### config.mk
export PLATFORM = sky130hd
export DESIGN_NAME = gadc_sequencer
export DESIGN_NICKNAME = d
export VERILOG_FILES = /design/src/design/gadc_sequencer.v /design/src/design/gadc_trim_mem.v
export VERILOG_INCLUDE_DIRS = /design/src /design/src/design
export SDC_FILE = /design/constraint.sdc
export NUM_CORES = 1
export LEC_CHECK = 0
export BUFFER_PORTS_ARGS = -buffer_cell sky130_fd_sc_hd__buf_2
export CAP_MARGIN = 20
export CORE_AREA = 5 5 138 140
export CTS_CLUSTER_DIAMETER = 60
export DETAILED_ROUTE_END_ITERATION = 16
export DIE_AREA = 0 0 143 145
export GPL_TIMING_DRIVEN = 1
export PLACE_DENSITY = 0.69
export REMOVE_ABC_BUFFERS = 1
export SLEW_MARGIN = 15
export SYNTH_ARGS = -nofsm -noshare
export SYNTH_HDL_FRONTEND = slang
export SYNTH_SLANG_ARGS = --single-unit
export TNS_END_PERCENT = 20
### constraint.sdc
create_clock -name core_clk_i -period 6.8 [get_ports core_clk_i]
set_clock_uncertainty 0.05 [all_clocks]
set_input_delay 1.36 -clock core_clk_i [delete_from_list [all_inputs] [get_ports core_clk_i]]
set_output_delay 1.36 -clock core_clk_i [all_outputs]
set_load 0.05 [all_outputs]
### src/design/gadc_consts.vh
// constants for the general adc conversion sequencer
// How it works
// - 12-bit converter behind an eight-input mux, channels 0 to 7.
// - pending one-shot request is served before a pending periodic conversion.
// - one-shot completion pulses the done event and loads the one-shot result.
// - periodic mode converts one or two selected channels against own thresholds.
// - each slot has its own threshold value and comparison polarity.
// - converter power is switched automatically around conversions.
// - latest periodic results always land in the slot result registers, lower channel in slot a.
// - periodic channels run in ascending order; lower result to the first slot.
// - threshold crossing raises an event and keeps the result stored.
// - unread results are overwritten by newer ones.
// - periodic conversion never stops for pending events or unread results.
// - crossing also requests shutdown when that slot's shutdown bit is set.
// - in sleep and off only channels 0 to 4 are converted, except 5 and 6 in sleep as below.
// - in sleep channels 5 and 6 convert only while the thermal sensor is on.
// - six one-time programmable calibration trims are readable by the host.
`ifndef GADC_CONSTS_VH
`define GADC_CONSTS_VH
`define GADC_RES_W        12
`define GADC_LOW_W        8
`define GADC_HIGH_W       4
`define GADC_CH_W         3
`define GADC_LAST_LOW_CH  3'h4
`define GADC_THERM_CH_A   3'h5
`define GADC_THERM_CH_B   3'h6
`define GADC_PWR_UP_NS    1000
`define GADC_CLK_NS       50
`define GADC_PWR_UP_CYC   ((`GADC_PWR_UP_NS + `GADC_CLK_NS - 1) / `GADC_CLK_NS)
`define GADC_TICK_DIV     20
`define GADC_IVL_W        2
`define GADC_PSTATE_ACT   2'h0
`define GADC_PSTATE_SLEEP 2'h1
`define GADC_PSTATE_OFF   2'h2
`define GADC_TRIM_COUNT   6
`define GADC_TRIM_W       8
`define GADC_TRIM_IDX_W   3
`endif

### src/design/gadc_sequencer.v
// conversion sequencer for the general adc: one-shot and periodic paths
`timescale 1ns/1ns
`default_nettype none
`include "gadc_consts.vh"
module gadc_sequencer #(
    parameter RW       = `GADC_RES_W,
    parameter CW       = `GADC_CH_W,
    parameter TICK_DIV = `GADC_TICK_DIV,
    parameter PWR_CYC  = `GADC_PWR_UP_CYC
) (
    input  wire                     core_clk_i,
    input  wire                     reset_i,
    // one-shot request
    input  wire [CW-1:0]            oneshot_channel_i,
    input  wire                     oneshot_start_i,
    output reg                      oneshot_done_irq_o,
    output reg  [`GADC_LOW_W-1:0]   oneshot_result_low_o,
    output reg  [`GADC_HIGH_W-1:0]  oneshot_result_high_o,
    // periodic control
    input  wire [CW-1:0]            slot_a_channel_field_i,
    input  wire [CW-1:0]            slot_b_channel_field_i,
    input  wire                     slot_a_enable_i,
    input  wire                     slot_b_enable_i,
    input  wire                     slot_a_shutdown_en_i,
    input  wire                     slot_b_shutdown_en_i,
    input  wire [`GADC_IVL_W-1:0]   interval_sel_i,
    input  wire [`GADC_LOW_W-1:0]   slot_a_threshold_low_i,
    input  wire [`GADC_HIGH_W-1:0]  slot_a_threshold_high_i,
    input  wire                     slot_a_polarity_i,
    input  wire [`GADC_LOW_W-1:0]   slot_b_threshold_low_i,
    input  wire [`GADC_HIGH_W-1:0]  slot_b_threshold_high_i,
    input  wire                     slot_b_polarity_i,
    output reg  [`GADC_LOW_W-1:0]   slot_a_result_low_o,
    output reg  [`GADC_HIGH_W-1:0]  slot_a_result_high_o,
    output reg  [`GADC_LOW_W-1:0]   slot_b_result_low_o,
    output reg  [`GADC_HIGH_W-1:0]  slot_b_result_high_o,
    output reg                      slot_a_cross_irq_o,
    output reg                      slot_b_cross_irq_o,
    output reg                      shutdown_req_o,
    // power state and thermal sensor
    input  wire [1:0]               power_state_i,
    input  wire                     thermal_sensor_on_i,
    // converter core
    output reg                      conv_power_o,
    output reg                      conv_start_o,
    output reg  [CW-1:0]            conv_channel_o,
    input  wire                     conv_done_i,
    input  wire [RW-1:0]            conv_data_i,
    // calibration trims
    input  wire                     trim_prog_en_i,
    input  wire [`GADC_TRIM_IDX_W-1:0] trim_prog_addr_i,
    input  wire [`GADC_TRIM_W-1:0]  trim_prog_data_i,
    input  wire [`GADC_TRIM_IDX_W-1:0] trim_rd_addr_i,
    output wire [`GADC_TRIM_W-1:0]  trim_rd_data_o
);
    localparam ST_IDLE  = 3'h0;
    localparam ST_PWRUP = 3'h1;
    localparam ST_START = 3'h2;
    localparam ST_WAIT  = 3'h3;
    localparam ST_NEXT  = 3'h4;

    // channel allowed in the current power state
    function allowed;
        input [CW-1:0] ch;
        input [1:0]    pst;
        input          therm;
        begin
            if (pst == `GADC_PSTATE_ACT)
                allowed = 1'b1;
            else if (ch <= `GADC_LAST_LOW_CH)
                allowed = 1'b1;
            else if (pst == `GADC_PSTATE_SLEEP && therm &&
                     (ch == `GADC_THERM_CH_A || ch == `GADC_THERM_CH_B))
                allowed = 1'b1;
            else
                allowed = 1'b0;
        end
    endfunction

    // threshold test: polarity 1 trips above, polarity 0 trips below
    function crossed;
        input [RW-1:0] val;
        input [RW-1:0] thr;
        input          pol;
        begin
            crossed = pol ? (val > thr) : (val < thr);
        end
    endfunction

    reg [2:0]    state;
    reg          pend_shot;
    reg [CW-1:0] shot_ch;
    reg          pend_per;
    reg          busy_shot;
    reg          cur_slot_b;
    reg          second_pending;
    reg [CW-1:0] second_ch;
    reg [9:0]    pwr_cnt;
    reg [7:0]    tick_div;
    reg          tick;
    reg [15:0]   ivl_cnt;
    reg [15:0]   ivl_limit;

    // interval choices in divider ticks (1 us each at the default divider)
    always @*
    begin
        case (interval_sel_i)
            2'h0:    ivl_limit = 16'h03E8;
            2'h1:    ivl_limit = 16'h07D0;
            2'h2:    ivl_limit = 16'h1388;
            default: ivl_limit = 16'h2710;
        endcase
    end

    wire a_ok = slot_a_enable_i && allowed(slot_a_channel_field_i, power_state_i, thermal_sensor_on_i);
    wire b_ok = slot_b_enable_i && allowed(slot_b_channel_field_i, power_state_i, thermal_sensor_on_i);
    // ascending channel order; on a tie slot a goes first; first result lands in slot a unless only slot b converts
    wire b_first = a_ok && b_ok && (slot_b_channel_field_i < slot_a_channel_field_i);
    wire [RW-1:0] thr_a = {slot_a_threshold_high_i, slot_a_threshold_low_i};
    wire [RW-1:0] thr_b = {slot_b_threshold_high_i, slot_b_threshold_low_i};

    gadc_trim_mem u_trim (
        .core_clk_i  (core_clk_i),
        .reset_i     (reset_i),
        .prog_en_i   (trim_prog_en_i),
        .prog_addr_i (trim_prog_addr_i),
        .prog_data_i (trim_prog_data_i),
        .rd_addr_i   (trim_rd_addr_i),
        .rd_data_o   (trim_rd_data_o)
    );

    // period timer; keeps running whatever the state of events or results
    always @(posedge core_clk_i or posedge reset_i)
    begin
        if (reset_i)
        begin
            tick_div <= 8'h00;
            tick     <= 1'b0;
            ivl_cnt  <= 16'h0000;
            pend_per <= 1'b0;
        end
        else
        begin
            tick <= 1'b0;
            // cleared before the interval test so a new interval in the same cycle wins
            if (state == ST_IDLE && !pend_shot && pend_per)
                pend_per <= 1'b0;
            if (tick_div == TICK_DIV - 1)
            begin
                tick_div <= 8'h00;
                tick     <= 1'b1;
            end
            else
                tick_div <= tick_div + 8'h01;
            if (!(slot_a_enable_i || slot_b_enable_i))
                ivl_cnt <= 16'h0000;
            else if (tick)
            begin
                if (ivl_cnt >= ivl_limit - 16'h0001)
                begin
                    ivl_cnt  <= 16'h0000;
                    pend_per <= 1'b1;
                end
                else
                    ivl_cnt <= ivl_cnt + 16'h0001;
            end
        end
    end

    always @(posedge core_clk_i or posedge reset_i)
    begin
        if (reset_i)
        begin
            state                 <= ST_IDLE;
            pend_shot             <= 1'b0;
            shot_ch               <= {CW{1'b0}};
            busy_shot             <= 1'b0;
            cur_slot_b            <= 1'b0;
            second_pending        <= 1'b0;
            second_ch             <= {CW{1'b0}};
            pwr_cnt               <= 10'h000;
            conv_power_o          <= 1'b0;
            conv_start_o          <= 1'b0;
            conv_channel_o        <= {CW{1'b0}};
            oneshot_done_irq_o    <= 1'b0;
            oneshot_result_low_o  <= 8'h00;
            oneshot_result_high_o <= 4'h0;
            slot_a_result_low_o   <= 8'h00;
            slot_a_result_high_o  <= 4'h0;
            slot_b_result_low_o   <= 8'h00;
            slot_b_result_high_o  <= 4'h0;
            slot_a_cross_irq_o    <= 1'b0;
            slot_b_cross_irq_o    <= 1'b0;
            shutdown_req_o        <= 1'b0;
        end
        else
        begin
            conv_start_o       <= 1'b0;
            oneshot_done_irq_o <= 1'b0;
            slot_a_cross_irq_o <= 1'b0;
            slot_b_cross_irq_o <= 1'b0;
            shutdown_req_o     <= 1'b0;
            // a request is latched with the channel present at that moment
            if (oneshot_start_i && !(state != ST_IDLE && busy_shot))
            begin
                pend_shot <= 1'b1;
                shot_ch   <= oneshot_channel_i;
            end
            case (state)
                ST_IDLE:
                begin
                    conv_power_o <= 1'b0;
                    if (pend_shot && allowed(shot_ch, power_state_i, thermal_sensor_on_i))
                    begin
                        busy_shot      <= 1'b1;
                        pend_shot      <= oneshot_start_i;
                        conv_channel_o <= shot_ch;
                        state          <= ST_PWRUP;
                    end
                    else if (pend_per && (a_ok || b_ok))
                    begin
                        busy_shot      <= 1'b0;
                        cur_slot_b     <= !a_ok;
                        second_pending <= a_ok && b_ok;
                        second_ch      <= b_first ? slot_a_channel_field_i : slot_b_channel_field_i;
                        conv_channel_o <= (b_first || !a_ok) ? slot_b_channel_field_i : slot_a_channel_field_i;
                        state          <= ST_PWRUP;
                    end
                    else if (pend_shot)
                        pend_shot <= oneshot_start_i; // disallowed channel is dropped
                    pwr_cnt <= 10'h000;
                end
                ST_PWRUP:
                begin
                    conv_power_o <= 1'b1;
                    if (pwr_cnt == PWR_CYC - 1)
                        state <= ST_START;
                    else
                        pwr_cnt <= pwr_cnt + 10'h001;
                end
                ST_START:
                begin
                    conv_start_o <= 1'b1;
                    state        <= ST_WAIT;
                end
                ST_WAIT:
                begin
                    if (conv_done_i)
                    begin
                        if (busy_shot)
                        begin
                            oneshot_result_low_o  <= conv_data_i[7:0];
                            oneshot_result_high_o <= conv_data_i[11:8];
                            oneshot_done_irq_o    <= 1'b1;
                            state                 <= ST_IDLE;
                        end
                        else if (!cur_slot_b)
                        begin
                            slot_a_result_low_o  <= conv_data_i[7:0];
                            slot_a_result_high_o <= conv_data_i[11:8];
                            if (crossed(conv_data_i, thr_a, slot_a_polarity_i))
                            begin
                                slot_a_cross_irq_o <= 1'b1;
                                shutdown_req_o     <= slot_a_shutdown_en_i;
                            end
                            state <= ST_NEXT;
                        end
                        else
                        begin
                            slot_b_result_low_o  <= conv_data_i[7:0];
                            slot_b_result_high_o <= conv_data_i[11:8];
                            if (crossed(conv_data_i, thr_b, slot_b_polarity_i))
                            begin
                                slot_b_cross_irq_o <= 1'b1;
                                shutdown_req_o     <= slot_b_shutdown_en_i;
                            end
                            state <= ST_NEXT;
                        end
                    end
                end
                ST_NEXT:
                begin
                    // converter stays powered between the two queued channels
                    if (second_pending)
                    begin
                        second_pending <= 1'b0;
                        cur_slot_b     <= 1'b1;
                        conv_channel_o <= second_ch;
                        state          <= ST_START;
                    end
                    else
                        state <= ST_IDLE;
                end
                default:
                    state <= ST_IDLE;
            endcase
        end
    end
endmodule // gadc_sequencer
`default_nettype wire

### src/design/gadc_trim_mem.v
// small storage for the calibration trims, registered read data
`timescale 1ns/1ns
`default_nettype none
`include "gadc_consts.vh"
module gadc_trim_mem #(
    parameter DEPTH = `GADC_TRIM_COUNT,
    parameter WIDTH = `GADC_TRIM_W,
    parameter AW    = `GADC_TRIM_IDX_W
) (
    input  wire             core_clk_i,
    input  wire             reset_i,
    input  wire             prog_en_i,
    input  wire [AW-1:0]    prog_addr_i,
    input  wire [WIDTH-1:0] prog_data_i,
    input  wire [AW-1:0]    rd_addr_i,
    output reg  [WIDTH-1:0] rd_data_o
);
    wire [DEPTH*WIDTH-1:0] flat;
    genvar g;
    // one-time programmable: each word accepts a single write after reset
    // words live in their own registers so every flop has a single process
    generate
        for (g = 0; g < DEPTH; g = g + 1)
        begin : g_word
            reg [WIDTH-1:0] word;
            reg             burnt;
            always @(posedge core_clk_i or posedge reset_i)
            begin
                if (reset_i)
                begin
                    word  <= {WIDTH{1'b0}};
                    burnt <= 1'b0;
                end
                else if (prog_en_i && !burnt && prog_addr_i == g)
                begin
                    word  <= prog_data_i;
                    burnt <= 1'b1;
                end
            end
            assign flat[g*WIDTH +: WIDTH] = word;
        end
    endgenerate
    always @(posedge core_clk_i or posedge reset_i)
    begin
        if (reset_i)
            rd_data_o <= {WIDTH{1'b0}};
        else if (rd_addr_i < DEPTH)
            rd_data_o <= flat[rd_addr_i*WIDTH +: WIDTH];
        else
            rd_data_o <= {WIDTH{1'b0}};
    end
endmodule // gadc_trim_mem
`default_nettype wire

==> flow_summary.yaml, run 1 <==
outcome:
  run_status: "finished, final reports clean"
logic_synthesis:
  yosys.area.top_type: "sky130_fd_sc_hd__dfrtp_1"
  yosys-top-cells-count: "sky130_fd_sc_hd__dfrtp_1 (156), sky130_fd_sc_hd__nand2_1 (86), sky130_fd_sc_hd__mux2_2 (71)"
  synthTopCellsByArea: "sky130_fd_sc_hd__dfrtp_1 (51%), sky130_fd_sc_hd__mux2_2 (10%), sky130_fd_sc_hd__ha_1 (6.0%)"
  postSynthRegisterBits: 156
  ys_async_sr_fraction_pct: 100
  postSynthAreaPerCell_um2: 10.9
  syn_std_cell_area_mm2: 0.00773
  post-synth-top-count-cell: "sky130_fd_sc_hd__dfrtp_1"
  yosysUniqueCellTypes: 66
  ys.flop_type: "sky130_fd_sc_hd__dfrtp_1"
  post-synth-top-area-fraction_pct: 50.5
  synth_edf_count: 0
  synthesized_instance_count: 708
  ys.warnings.count: 0
  seq_area_frac_synth_pct: 50.5
sta:
  setup_viol: 0
  relSlewSlack_pct: 33.4
  timing.setup.tns_ns: 0
  slew_viol_final: 0
  transition_at_the_pin_with_the_smallest_max_transition_slack_ns: 0.996
  finalWorstPathRequiredPeriod_ns: 3.37
  final_min_period_over_clock_period_pct: 49.6
  hold_violations: 0
  rsz0062_at_grt: "false"
  maxClockFrequency_mhz: 297
power_and_ir_drop:
  cellLeakagePower_nw: 4.43
  power_density_mw_per_mm2: 363
  share_clk_of_total_power_pct: 27.6
  combPwrFrac_pct: 32.8
  internal-power_w: 0.00205
  switchingPower_w: 0.00128
  report.power.total_w: 0.00333
  sw_frac_of_total_pct: 38.4
  power_frac_seq_pct: 39.6
  worst_vdd_drop_uv: 325
cells_and_area:
  nNetsFinal: 949
  final_cells: 1080
  areaGrowthSynthToFinish_pct: 18.7
  layout_cell_share_with_drive_strength_beyond_1_pct: 30.2
  final_core_utilization_pct: 51.8
  multi_input_comb_area_mm2: 0.00355
  layout.filler_cells: 1574
  final_area_mm2: 0.00918
  register_area_mm2: 0.00390
global_routing:
  vias_in_the_first_global_route: 5869
  grt_first_pass_wirelength_mm: 29.0
  maximum_number_of_pins_on_one_net_before_global_route_repair: 106
  groute.usage.overall_pct: 17.4
  grt-ovfl-total: 0
  antenna_found_initial: 1
clock_network:
  clk_root_buffer_cell: "sky130_fd_sc_hd__clkbuf_16"
  numClockSinks: 156
  insertion_delay_ns: 0.42
  hold_buf_count_cts: 0
  clk_pin_slew_ns: 0.06
  cts_post_setup_buffers_inserted: 0
  cts_resized: 0
  cts_tree: "done"
  htree_levels: 4
  cts-buffers-inserted: 17
  clk_path_buf_depth: 2
drt:
  detail_route.first_pass.iterations: 7
  detailroute.via_count: 5715
  final_antenna_net_count: 0
  post_drt_via_cell_ratio: 5.29
  routedWlPerCell_um: 16.3
  drt-total-wl_mm: 17.6
  route.detailed.drc: 0
  first_iter_violations: 253
die:
  std_cell_rows: 49
  initial_utilization_pct: 43.6
  die_w_um: 143
  boundaryPins: 128
  core_region_area_mm2: 0.0177
  die_height_um: 145
  full_die_area_mm2: 0.0207
place:
  gp_congestion: 0.819
  detailed_place.area_mm2: 0.00859
  dp_cells: 1046
  dp.final_hpwl_mm: 12.6
  place.port_buffers: 127
critical_path:
  timing.setup.critical_path_class: "in -> reg"
  timing.critical_path.to_type: "register"
  worst_ep_arrival_time_ns: 3.65
  worstPathMaxFanout: 15
  critPathLaunchType: "input port"
  r2r_setup_slack_ns: 4.09
  critPathRequiredTime_ns: 7.08
worst_hold_path:
  hold_class: "reg -> reg"
job:
  max_cap_violations: 0
==> area by class of cell <==
cell class	instances	area share, %
flip-flops and latches	156	42.5
multi-input cells	481	38.7
repair buffers	131	7.25
clock buffers	19	4.83
well taps	229	3.12
inverters	50	2.10
clock inverters	13	1.40
diodes	1	0.0273
==> cell usage in the layout, fill, tap and decap left out, drive strengths merged, types with 4 or more instances in the layout <==
cell type / n
ha: 37
clkbuf: 20
o211ai: 4
dfrtp: 156
xor2: 9
nand2: 86
nor4: 5
a31oi: 7
mux2i: 15
a21oi: 26
nor2: 38
mux4: 8
nand4: 11
inv: 57
nor3: 11
o22ai: 9
nand2b: 10
buf: 130
or2: 5
xnor2: 6
nand3: 25
and2: 4
o21ai: 32
or3: 4
mux2: 71
nor2b: 5
==> power groups by stage <==
stage,clock network (W),registers (W),logic (W)
2_1_floorplan,0,0.00169,0.000441
3_3_place_gp,0,0.00133,0.00108
3_5_place_dp,0,0.00133,0.00110
4_1_cts,0.000942,0.00132,0.00111
5_1_grt,0.000978,0.00135,0.00118
6_report,0.000919,0.00132,0.00109
==> registers in the layout, summed over array words and instances (netlist names), 4 cells and up <==
| name | cells |
|---|---|
| u_trim.g_word.word | 48 |
| oneshot_result_low_o | 8 |
| pwr_cnt | 10 |
| slot_a_result_low_o | 8 |
| slot_b_result_high_o | 4 |
| oneshot_result_high_o | 4 |
| u_trim.rd_data_o | 8 |
| tick_div | 8 |
| slot_a_result_high_o | 4 |
| ivl_cnt | 16 |
| u_trim.g_word.burnt | 6 |
| slot_b_result_low_o | 8 |
==> routing by layer <==
| metal | track usage [%] | wire (um) | vias up |
|---|---|---|---|
| met5 | 0 | 0 | - |
| met4 | 5.56 | 273 | 0 |
| met3 | 3.42 | 846 | 15 |
| met2 | 27.2 | 8190 | 136 |
| met1 | 24.3 | 8270 | 2781 |
| li1 | - | - | 2783 |
==> critical path, stage by stage <==
cell and delay [ns]:
sky130_fd_sc_hd__buf_2 0.11, sky130_fd_sc_hd__or2_2 0.29, sky130_fd_sc_hd__ha_1 0.26, sky130_fd_sc_hd__o21ai_0 0.07, sky130_fd_sc_hd__o21bai_1 0.10, sky130_fd_sc_hd__a41o_1 0.29
sky130_fd_sc_hd__nor2_1 0.74, sky130_fd_sc_hd__o21ai_0 0.21, sky130_fd_sc_hd__a31oi_1 0.23
==> worst paths after layout <==
kind                                        startpoint                      to  cells past startpoint
worst max-delay path                 interval_sel_i[0]             ivl_cnt[11]                      9
worst min-delay path            u_trim.g_word[2].burnt  u_trim.g_word[2].burnt                      1
worst max register to register              ivl_cnt[3]             ivl_cnt[11]                      7
worst min register to register  u_trim.g_word[2].burnt  u_trim.g_word[2].burnt                      1
max in group asynchronous                      reset_i             tick_div[4]                      3
min in group asynchronous                      reset_i  u_trim.g_word[4].burnt                      2
==> through the flow <==
stage                     hold WS, ns  setup WS, ns
after floorplan                 0.385          1.18
after global placement          0.400          3.09
after detailed placement        0.403          3.02
after CTS                       0.421          3.47
after global routing            0.435          3.20
final                           0.420          3.43
==> cells by family (layout without fill, tap and decap cells) <==
group	count (synthesis)	in the layout	synth area share, %
and+or+nand+nor	216	216	13.4
other	1	2	0.0485
AOI/OAI and AO/OA	117	117	9.99
adders and majority gates	38	38	6.13
xor gates and xnor gates	15	15	1.70
DFF	156	156	50.5
buffers and inverters	71	213	3.61
muxes	94	94	14.6
Power figures use the tool's default switching activity.
==> run 2: changes to the inputs <==
--- a/config.mk
+++ b/config.mk
@@ -6,12 +6,13 @@
 export SDC_FILE = /design/constraint.sdc
 export NUM_CORES = 1
 export LEC_CHECK = 0
+export ABC_AREA = 1
 export BUFFER_PORTS_ARGS = -buffer_cell sky130_fd_sc_hd__buf_2
 export CAP_MARGIN = 20
-export CORE_AREA = 5 5 138 140
+export CORE_AREA = 5 5 139 141
 export CTS_CLUSTER_DIAMETER = 60
 export DETAILED_ROUTE_END_ITERATION = 16
-export DIE_AREA = 0 0 143 145
+export DIE_AREA = 0 0 144 146
 export GPL_TIMING_DRIVEN = 1
 export PLACE_DENSITY = 0.69
 export REMOVE_ABC_BUFFERS = 1
==> constraint.sdc (replaced) <==
create_clock -name core_clk_i -period 3.3 [get_ports core_clk_i]
set_clock_uncertainty 0.05 [all_clocks]
set_input_delay 0.66 -clock core_clk_i [delete_from_list [all_inputs] [get_ports core_clk_i]]
set_output_delay 0.66 -clock core_clk_i [all_outputs]
set_load 0.05 [all_outputs]
==> run 2 against run 1 <==
Compared with the run above:
- die area grew 1.4%
- area after synthesis grew 2.5%
- routed wire length grew 3.0%
- worst hold slack worse by 0.14 ns
- largest power group unchanged
- combinational power grew 96%
- clock power increased by 110%
- largest cell class unchanged
- utilization is 0.73 points higher
- highest routed layer unchanged
- final cell count grew 22%
==> flow_summary.yaml, run 2 <==
sta:
  slew_viol_final: 0
  hold_violations: 0
  maxClockFrequency_mhz: 458
  setup_viol: 0
  transition_at_the_pin_with_the_smallest_max_transition_slack_ns: 0.752
  relSlewSlack_pct: 49.4
  finalWorstPathRequiredPeriod_ns: 2.18
  rsz0062_at_grt: "false"
  final_min_period_over_clock_period_pct: 66.2
  final.setup.worst_slack_ns: 1.12
global_routing:
  grt-ovfl-total: 0
  maximum_number_of_pins_on_one_net_before_global_route_repair: 71
  grt_first_pass_wirelength_mm: 30.3
  vias_in_the_first_global_route: 6373
  antenna_found_initial: 0
  groute.usage.overall_pct: 17.7
critical_path:
  worst_ep_arrival_time_ns: 2.43
  regToRegStartpoint: "ivl_cnt[12]"
  timing.critical_path.from: "interval_sel_i[0]"
  critPathLaunchType: "input port"
  timing.critical_path.to_type: "register"
  critPathRequiredTime_ns: 3.54
  worstPathMaxFanout: 15
  timing.setup.critical_path_class: "in -> reg"
die:
  boundaryPins: 128
  std_cell_rows: 49
  core_region_area_mm2: 0.0178
  die_height_um: 146
  full_die_area_mm2: 0.0210
  initial_utilization_pct: 44.4
  die_w_um: 144
power_and_ir_drop:
  sw_frac_of_total_pct: 40.8
  share_clk_of_total_power_pct: 29.8
  internal-power_w: 0.00386
  cellLeakagePower_nw: 4.92
  combPwrFrac_pct: 32.8
  power_density_mw_per_mm2: 695
  worst_vdd_drop_uv: 620
  power_frac_seq_pct: 37.4
  switchingPower_w: 0.00266
cells_and_area:
  most_frequent_cells_in_the_layout: "sky130_fd_sc_hd__nand2_1 (205), sky130_fd_sc_hd__dfrtp_1 (156), sky130_fd_sc_hd__inv_1 (129)"
  layout_cell_share_with_drive_strength_beyond_1_pct: 19.7
  max_flop_register: "u_trim.g_word.word"
  largest_reg_flops: 48
  antennaDiodeCount: 0
  reg.largest.list: "u_trim.g_word.word: 48 flops, ivl_cnt: 16 flops, pwr_cnt: 10 flops"
  final_cells: 1317
  final_common_cell: "sky130_fd_sc_hd__nand2_1"
  areaGrowthSynthToFinish_pct: 18.2
  layout.filler_cells: 1695
  nNetsFinal: 1187
  final_core_utilization_pct: 52.5
logic_synthesis:
  ys.flop_type: "sky130_fd_sc_hd__dfrtp_1"
  ys_async_sr_fraction_pct: 100
  synthTopCellsByArea: "sky130_fd_sc_hd__dfrtp_1 (49%), sky130_fd_sc_hd__nand2_1 (9.7%), sky130_fd_sc_hd__o21ai_0 (6.3%)"
  postSynthAreaPerCell_um2: 8.37
  post-synth-top-area-fraction_pct: 49.3
  seq_area_frac_synth_pct: 49.3
  synth_edf_count: 0
  syn_std_cell_area_mm2: 0.00793
  yosysUniqueCellTypes: 38
  synthesized_instance_count: 947
  yosys-top-cells-count: "sky130_fd_sc_hd__nand2_1 (205), sky130_fd_sc_hd__dfrtp_1 (156), sky130_fd_sc_hd__inv_1 (130)"
  postSynthRegisterBits: 156
  ys.warnings.count: 0
  post-synth-top-count-cell: "sky130_fd_sc_hd__nand2_1"
  yosys.area.top_type: "sky130_fd_sc_hd__dfrtp_1"
drt:
  detail_route.first_pass.iterations: 5
  detailroute.via_count: 6609
  final_antenna_net_count: 0
  route.detailed.drc: 0
  post_drt_via_cell_ratio: 5.02
  drt-total-wl_mm: 18.1
  routedWlPerCell_um: 13.7
  first_iter_violations: 466
clock_network:
  cts_resized: 0
  cts_post_setup_buffers_inserted: 0
  clk_root_buffer_cell: "sky130_fd_sc_hd__clkbuf_16"
  clk_pin_slew_ns: 0.07
  insertion_delay_ns: 0.43
  cts-buffers-inserted: 17
  htree_levels: 4
  hold_buf_count_cts: 0
  numClockSinks: 156
  clk_path_buf_depth: 2
  cts_tree: "done"
place:
  place.port_buffers: 127
  dp_cells: 1285
  preCtsSetupSlack_ns: 0.688
  dp.final_hpwl_mm: 13.3
  gp_congestion: 0.852
job:
  max_cap_violations: 0
worst_hold_path:
  hold_class: "in -> async"
outcome:
  run_status: "finished, final reports clean"
run 2: worst max-delay path, stage by stage:
cell and delay, ns:
sky130_fd_sc_hd__buf_2 0.11, sky130_fd_sc_hd__or2_2 0.29, sky130_fd_sc_hd__ha_1 0.31, sky130_fd_sc_hd__a21oi_1 0.08
sky130_fd_sc_hd__o21a_1 0.17, sky130_fd_sc_hd__nand2_1 0.06, sky130_fd_sc_hd__nand2_1 0.04, sky130_fd_sc_hd__nand2_1 0.43
sky130_fd_sc_hd__inv_1 0.11, sky130_fd_sc_hd__nand3_1 0.09, sky130_fd_sc_hd__o21ai_0 0.09
run 2: final timing paths:
| check | to | slack [ns] | cells after the start |
|---|---|---|---|
| max reg2reg | ivl_cnt[6] | 1.30 | 8 |
| max | ivl_cnt[6] | 1.12 | 11 |
| min reg2reg | u_trim.g_word[2].burnt | 0.40 | 2 |
| max in group asynchronous | slot_a_result_high_o[1] | 2.14 | 3 |
| min in group core_clk_i | u_trim.g_word[2].burnt | 0.40 | 2 |
| min | u_trim.g_word[2].burnt | 0.28 | 2 |
run 2: per-stage QoR:
| step | hold WS (ns) | setup TNS, ns | total power [W] | instance area, um2 |
|---|---|---|---|---|
| finish | 0.277 | 0 | 0.00652 | 9370 |
| floorplan | 0.373 | -252.18 | 0.00403 | 7810 |
| global route | 0.328 | 0 | 0.00685 | 9370 |
| global placement | 0.386 | 0 | 0.00457 | 8780 |
| CTS | 0.300 | 0 | 0.00657 | 9370 |
| detailed placement | 0.391 | 0 | 0.00462 | 8780 |
run 2: area by class of cell:
class	count	area [um2]	area share, %
Sequential cell	156	3900	41.7
Timing Repair Buffer	131	678	7.24
Inverter	137	519	5.54
Clock inverter	14	151	1.62
Clock buffer	18	439	4.69
Multi-Input combinational cell	632	3390	36.2
Tap cell	229	287	3.06
run 2: kinds of logic after synthesis:
| family | after synthesis | share of synthesized area [%] |
|---|---|---|
| and+or+nand+nor | 377 | 20.1 |
| AOI/OAI and AO/OA | 208 | 15.8 |
| adders and majority gates | 37 | 5.84 |
| DFF | 156 | 49.3 |
| xor gates and xnor gates | 9 | 0.995 |
| other | 1 | 0.0473 |
| buffers and inverters | 159 | 7.96 |
run 2: metal layers:
layer / up-vias / global-route usage (%) / wire (um)
met4: 0 / 4.94 / 267
met5: - / 0 / 0
met3: 20 / 4.44 / 841
met2: 136 / 28.2 / 8640
met1: 3094 / 24.0 / 8360
li1: 3359 / - / -
run 2: power by group through the flow:
stage	combinational (W)	sequential (W)	clock, W
4_1_cts	0.00216	0.00244	0.00198
3_3_place_gp	0.00212	0.00246	0
3_5_place_dp	0.00215	0.00247	0
2_1_floorplan	0.000795	0.00324	0
5_1_grt	0.00232	0.00247	0.00206
6_report	0.00214	0.00244	0.00194
